[src/verilog/pefb_pkg.sv]
`default_nettype none
package pefb_pkg;
	localparam int PEFB_ADDR_W = 12;
	localparam int PEFB_DATA_W = 8;
	localparam int PEFB_NUM_CCP = 4;
	localparam int PEFB_NUM_GATE = 3;

	localparam logic [11:0] PEFB_OFF_GATE = 12'h711;
	localparam logic [11:0] PEFB_OFF_CCP = 12'h712;
	localparam logic [11:0] PEFB_OFF_INT_STAT = 12'h713;
	localparam logic [11:0] PEFB_OFF_INT_MASK = 12'h714;

	localparam int PEFB_BIT_LC1 = 4;
	localparam int PEFB_BIT_TMR5G = 2;
	localparam int PEFB_BIT_TMR3G = 1;
	localparam int PEFB_BIT_TMR1G = 0;
	localparam int PEFB_IST_GATE = 0;
	localparam int PEFB_IST_CCP = 1;

	localparam logic [7:0] PEFB_GATE_IMPL = 8'h17;
	localparam logic [7:0] PEFB_CCP_IMPL = 8'h0F;
	localparam logic [7:0] PEFB_INT_IMPL = 8'h03;
	localparam logic [7:0] PEFB_RST_FLAGS = 8'h00;
	localparam logic [7:0] PEFB_RST_MASK = 8'h00;

	typedef enum logic [1:0] {
		PEFB_MODE_OFF,
		PEFB_MODE_CAPTURE,
		PEFB_MODE_COMPARE,
		PEFB_MODE_PWM
	} pefb_ccp_mode_e;

	typedef struct packed {
		pefb_ccp_mode_e mode;
		logic capture;
		logic match;
		logic pwm_out;
	} pefb_ccp_s;

	typedef struct packed {
		logic [11:0] addr;
		logic [7:0] wdata;
		logic wr;
		logic rd;
	} pefb_bus_s;
endpackage
`default_nettype wire

[src/verilog/pefb_flag_bank.sv]
// Summary of operation
// The logic cell 1 flag at bit 4 sets on that cell's output interrupt event and stays until cleared.
// The timer 5 gate flag at bit 2 sets when that gate goes inactive and stays clear otherwise; the code also sets it on a bus write of 1 to bit 2.
// The timer 3 gate flag at bit 1 sets when that gate goes inactive.
// The timer 1 gate flag at bit 0 sets when that gate goes inactive.
// Flags set on their event regardless of any enable or mask.
// Software clears a flag before enabling its interrupt source.
// In capture mode a capture sets that module's flag in bits 3 to 0.
// In compare mode a compare match sets that module's flag.
// In PWM mode an output trailing edge sets that module's flag.
// The capture/compare flag register is at 0x712, upper bits read zero, flags reset to zero.
// The logic cell and gate flag register is at 0x711, read/write, reset to zero.
// Writing zero clears a flag, but a coincident hardware set wins.
`default_nettype none
module pefb_flag_bank
	import pefb_pkg::*;
(
	input wire logic core_clk,
	input wire logic srst,
	input wire pefb_bus_s bus,
	output logic [7:0] rdata,
	input wire logic logic_cell1_output,
	input wire logic [2:0] timer_gate_active,
	input wire pefb_ccp_s [3:0] ccp_in,
	output logic [7:0] logic_cell_and_gate_flags,
	output logic [7:0] ccp_event_flags,
	output logic irq
);

	function automatic logic fell(input logic prev, input logic cur);
		return prev & ~cur;
	endfunction

	function automatic logic hit(input logic [11:0] a, input logic [11:0] off);
		return a == off;
	endfunction

	////////////////////////////////////////////////////////////////////////
	logic [2:0] gate_prev;
	logic [3:0] pwm_prev;
	logic [7:0] int_stat;
	logic [7:0] int_mask;
	logic [7:0] next_gate;
	logic [7:0] next_ccp;
	logic [7:0] next_stat;
	logic [7:0] next_rdata;
	logic [7:0] gate_set;
	logic [7:0] ccp_set;
	logic [7:0] stat_set;

	wire wr_gate = bus.wr & hit(bus.addr, PEFB_OFF_GATE);
	wire wr_ccp = bus.wr & hit(bus.addr, PEFB_OFF_CCP);
	wire wr_stat = bus.wr & hit(bus.addr, PEFB_OFF_INT_STAT);
	wire wr_mask = bus.wr & hit(bus.addr, PEFB_OFF_INT_MASK);

	// Gate inactive is the falling edge of the gate-active level
	wire tmr1_done = fell(gate_prev[0], timer_gate_active[0]);
	wire tmr3_done = fell(gate_prev[1], timer_gate_active[1]);
	wire tmr5_done = fell(gate_prev[2], timer_gate_active[2]);

	always_comb begin
		gate_set = 8'h00;
		gate_set[PEFB_BIT_LC1] = logic_cell1_output;
		gate_set[PEFB_BIT_TMR5G] = tmr5_done;
		gate_set[PEFB_BIT_TMR3G] = tmr3_done;
		gate_set[PEFB_BIT_TMR1G] = tmr1_done;
	end

	// Mode picks which event counts; other events are ignored
	always_comb begin
		ccp_set = 8'h00;
		for (int i = 0; i < PEFB_NUM_CCP; i++) begin
			case (ccp_in[i].mode)
				PEFB_MODE_CAPTURE: ccp_set[i] = ccp_in[i].capture;
				PEFB_MODE_COMPARE: ccp_set[i] = ccp_in[i].match;
				PEFB_MODE_PWM: ccp_set[i] = fell(pwm_prev[i], ccp_in[i].pwm_out);
				default: ccp_set[i] = 1'b0;
			endcase
		end
	end

	// Set ORed after the write so a coincident event is never lost
	assign next_gate = ((wr_gate ? bus.wdata : logic_cell_and_gate_flags) | gate_set)
		& PEFB_GATE_IMPL;
	assign next_ccp = ((wr_ccp ? bus.wdata : ccp_event_flags) | ccp_set) & PEFB_CCP_IMPL;

	always_comb begin
		stat_set = 8'h00;
		stat_set[PEFB_IST_GATE] = |gate_set;
		stat_set[PEFB_IST_CCP] = |ccp_set;
	end
	assign next_stat = ((int_stat & ~(wr_stat ? bus.wdata : 8'h00)) | stat_set) & PEFB_INT_IMPL;

	always_comb begin
		next_rdata = 8'h00;
		if (bus.rd) begin
			case (bus.addr)
				PEFB_OFF_GATE: next_rdata = logic_cell_and_gate_flags;
				PEFB_OFF_CCP: next_rdata = ccp_event_flags;
				PEFB_OFF_INT_STAT: next_rdata = int_stat;
				PEFB_OFF_INT_MASK: next_rdata = int_mask;
				default: next_rdata = 8'h00;
			endcase
		end
	end

	////////////////////////////////////////////////////////////////////////
	always_ff @(posedge core_clk) begin
		if (srst) begin
			logic_cell_and_gate_flags <= PEFB_RST_FLAGS;
			ccp_event_flags <= PEFB_RST_FLAGS;
			int_stat <= PEFB_RST_FLAGS;
			int_mask <= PEFB_RST_MASK;
			gate_prev <= 3'h0;
			pwm_prev <= 4'h0;
			rdata <= 8'h00;
		end else begin
			logic_cell_and_gate_flags <= next_gate;
			ccp_event_flags <= next_ccp;
			int_stat <= next_stat;
			int_mask <= wr_mask ? (bus.wdata & PEFB_INT_IMPL) : int_mask;
			gate_prev <= timer_gate_active;
			for (int i = 0; i < PEFB_NUM_CCP; i++) begin
				pwm_prev[i] <= ccp_in[i].pwm_out;
			end
			rdata <= next_rdata;
		end
	end

	// Level output; stale flags fire at once if unmasked, software clears first
	assign irq = |(int_stat & int_mask);
endmodule
`default_nettype wire

[config.mk]
export PLATFORM = sky130hd
export DESIGN_NAME = pefb_flag_bank
export DESIGN_NICKNAME = d
export VERILOG_FILES = /design/src/verilog/pefb_pkg.sv /design/src/verilog/pefb_flag_bank.sv
export SDC_FILE = /design/constraint.sdc
export NUM_CORES = 1
export LEC_CHECK = 0
export BUFFER_PORTS_ARGS = -buffer_cell sky130_fd_sc_hd__buf_2
export CAP_MARGIN = 0
export CORE_MARGIN = 5
export CORE_UTILIZATION = 30
export CTS_BUF_LIST = sky130_fd_sc_hd__clkbuf_8
export DETAILED_ROUTE_END_ITERATION = 7
export GPL_TIMING_DRIVEN = 1
export PLACE_DENSITY = 0.7
export SLEW_MARGIN = 20
export SYNTH_ARGS = -nofsm -noshare
export SYNTH_HDL_FRONTEND = slang
export SYNTH_SLANG_ARGS = --single-unit
[constraint.sdc]
create_clock -name core_clk -period 1.8 [get_ports core_clk]
set_input_delay 0.54 -clock core_clk [delete_from_list [all_inputs] [get_ports core_clk]]
set_output_delay 0.54 -clock core_clk [all_outputs]
set_load 0.01 [all_outputs]
==> results.py <==
metrics = {
    "sta": {
        "fin_crit_ns": 1.50,
        "fmax_ghz": 0.665,
        "setup_viol": 0,
        "rsz0062_at_grt": "false",
        "fin_setup_tns_ns": 0,
        "hold_violations": 0,
        "skew_ns": 0.00130,
        "finalCritPeriodShare": 0.835,
        "maxSlewViolCount": 0,
    },
    "yosys": {
        "seq_area_frac_synth": 0.403,
        "synth_area_leader_cell": "dfxtp_1",
        "synth_top_family_by_area": "simple AND/OR/NAND/NOR gates",
        "synth_xor_area_frac": 0.00735,
        "syn-cell-area_sq_um": 1190,
        "synth-seq-cells": 24,
        "syn-instance-count": 120,
        "synth.area.top_cells": "dfxtp_1 40%, mux2i_1 8.4%, buf_4 6.9%",
        "syn_area_per_cell_sq_um": 9.93,
        "synthMuxAreaShare": 0.0840,
        "ys_types": 32,
        "synth_compound_area_frac": 0.138,
        "synthAdderAreaFrac": 0,
        "synthSimpleGateAreaFrac": 0.279,
        "yosys_warnings": 0,
        "synth_top_area_frac": 0.403,
    },
    "floorplanning": {
        "io_pins": 73,
        "coreArea_sq_um": 3910,
        "rows": 23,
        "die_area_sq_um": 5330,
        "start_util": 0.304,
        "die_y_microns": 73.0,
        "die_w_microns": 73.0,
    },
    "route": {
        "drt_iter0_drc": 25,
        "vias": 1054,
        "drt-pass1-iter-count": 4,
        "remaining_drc_errors": 0,
        "wirelength_microns": 2850,
        "wire_per_inst_microns": 12.2,
        "route.antenna.remaining_nets": 0,
        "via_per_inst": 4.50,
    },
    "power_and_ir_drop": {
        "leakage_nw": 0.815,
        "powerDensity_nw_per_um2": 692,
        "ir_drop_v": 0.000204,
        "power_w": 0.00110,
    },
    "layout": {
        "layout_commonest_cell": "buf_2",
        "num-fill-cells": 405,
        "multiInputGateArea_sq_um": 647,
        "area_growth_pct": 33.0,
        "nets": 233,
        "drive_above_1_share": 0.402,
        "seq_area_sq_um": 480,
        "layout_common_cells": "58 x buf_2, 24 x dfxtp_1, 12 x a21oi_1",
        "stdcell_area_sq_um": 1580,
        "n_antenna_cell": 0,
    },
    "clocking": {
        "clock-root-buffer": "clkbuf_8",
        "post_cts_resized": 0,
        "path_clk_slew_ns": 0.08,
        "cts_tree": "built",
        "ctsHtreeMaxLevel": 1,
        "hold_buffers": 0,
        "cts_sinks": 24,
        "clk_latency_ns": 0.26,
        "cts_made_buffers": 3,
        "post-cts-setup-buffers": 0,
        "cts_max_path_buffers": 2,
    },
    "placed_design": {
        "placed_area_sq_um": 1530,
        "place_congestion": 0.865,
        "port_buffers": 58,
        "dp_hpwl_microns": 2400,
    },
    "flow_run": {
        "cap_violations": 0,
    },
    "critical_path": {
        "path_buf_inv": 1,
        "cp_max_fo": 3,
        "crit_arrival_ns": 0.96,
        "max_stage_delay_ns": 0.33,
        "path_cells": "a22o_1, buf_2",
        "startpoint_type": "flip-flop",
        "rr_startpoint": "pwm_prev[0]",
        "cp.required_ns": 1.26,
        "cp-end-kind": "output pin",
        "cpMaxStageDelayCell": "dfxtp_1",
        "crit_family": "flip-flops",
        "cp-startpoint": "int_stat[1]",
        "worstSetupPathType": "flip-flop to output pin",
    },
    "global_route": {
        "grt_pass1_wl_microns": 4420,
        "grt_overflow": 0,
        "antenna_found_initial": 0,
        "grt.total_usage": 0.107,
        "grt_pass1_vias": 989,
        "grt_max_degree": 20,
    },
    "worst_hold_path": {
        "min_from": "gate_prev[2]",
        "hold_class": "flip-flop to flip-flop",
    },
    "run_status": {
        "status": "completed",
    },
}
==> path summary, 6_finish.rpt <==
check | to | slack, ns | cells past startpoint
worst min register to register | logic_cell_and_gate_flags[2] | 0.48 | 2
worst max register to register | int_stat[1] | 0.77 | 4
worst min-delay path | logic_cell_and_gate_flags[2] | 0.48 | 2
worst max-delay path | irq | 0.30 | 2
==> synth_stat cells <==
library cell  number
nand3_1            1
o21ai_0            2
a22oi_1            1
nand2_1            6
a21oi_1           12
nand4_2            2
conb_1             1
o21ai_1            2
a31o_1             1
a31oi_1            2
inv_1              3
nand3b_1           3
nor4b_4            3
nor2b_1            7
buf_4             11
nand4_1            1
nor2_1             4
a41oi_1            2
dfxtp_1           24
nand2b_1           5
xnor2_1            1
nand4b_1           2
a31o_2             1
and4b_1            2
and3_1             2
and2_1             2
clkbuf_1           2
mux2i_1           10
and4bb_1           1
a222oi_1           2
nor4b_2            1
a22o_1             1
==> sequential cells by signal, indices dropped and copies added, names as in the netlist <==
signal,cells
rdata,5
pwm_prev,4
logic_cell_and_gate_flags,4
ccp_event_flags,4
int_mask,2
gate_prev,3
int_stat,2
==> worst min-delay path: cells and delay by family (launching register included) <==
kind | cells | cell delay, ns
flip-flops | 1 | 0.31
AND/OR/NAND/NOR | 1 | 0.07
AO/OA/AOI/OAI | 1 | 0.06
==> stage by stage <==
step / setup WS [ns] / hold slack, ns / utilization / cells
after floorplan: 0.294 / 0.444 / - / 130
after global placement: 0.0486 / 0.458 / 0.391 / 230
after detailed placement: 0.0264 / 0.471 / 0.391 / 230
after CTS: 0.281 / 0.483 / 0.405 / 234
after global routing: 0.218 / 0.494 / 0.405 / 234
final: 0.297 / 0.481 / 0.405 / 234
==> per-layer routing <==
layer	track usage	routed length (microns)	up-vias	share of wire
met1	0.127	1130	459	0.40
met5	0	0	-	0
met4	0.0492	31	0	0.011
met3	0.0262	303	4	0.11
met2	0.181	1390	44	0.49
li1	-	-	547	-
==> cell type report <==
cell class | count | area share
multi-input cells | 90 | 0.408
flip-flops and latches | 24 | 0.303
repair buffers | 63 | 0.207
well taps | 50 | 0.0395
clock buffers | 4 | 0.0348
inverters | 3 | 0.00711
==> where the power goes <==
part	internal (W)	switching (W)	total (W)
registers	0.000556	0.0000155	0.000571
clock network	0.000195	0.000159	0.000354
logic	0.0000847	0.0000858	0.000170
==> cells by family (layout without fill, tap and decap cells) <==
kind of cell / after synthesis / in the layout
other cells: 1 / 11
xor+xnor: 1 / 1
flops: 24 / 24
compound gates: 26 / 26
simple gates: 42 / 42
mux: 10 / 10
buf+inv: 16 / 70
No activity file was read; power rests on OpenSTA's default activity.
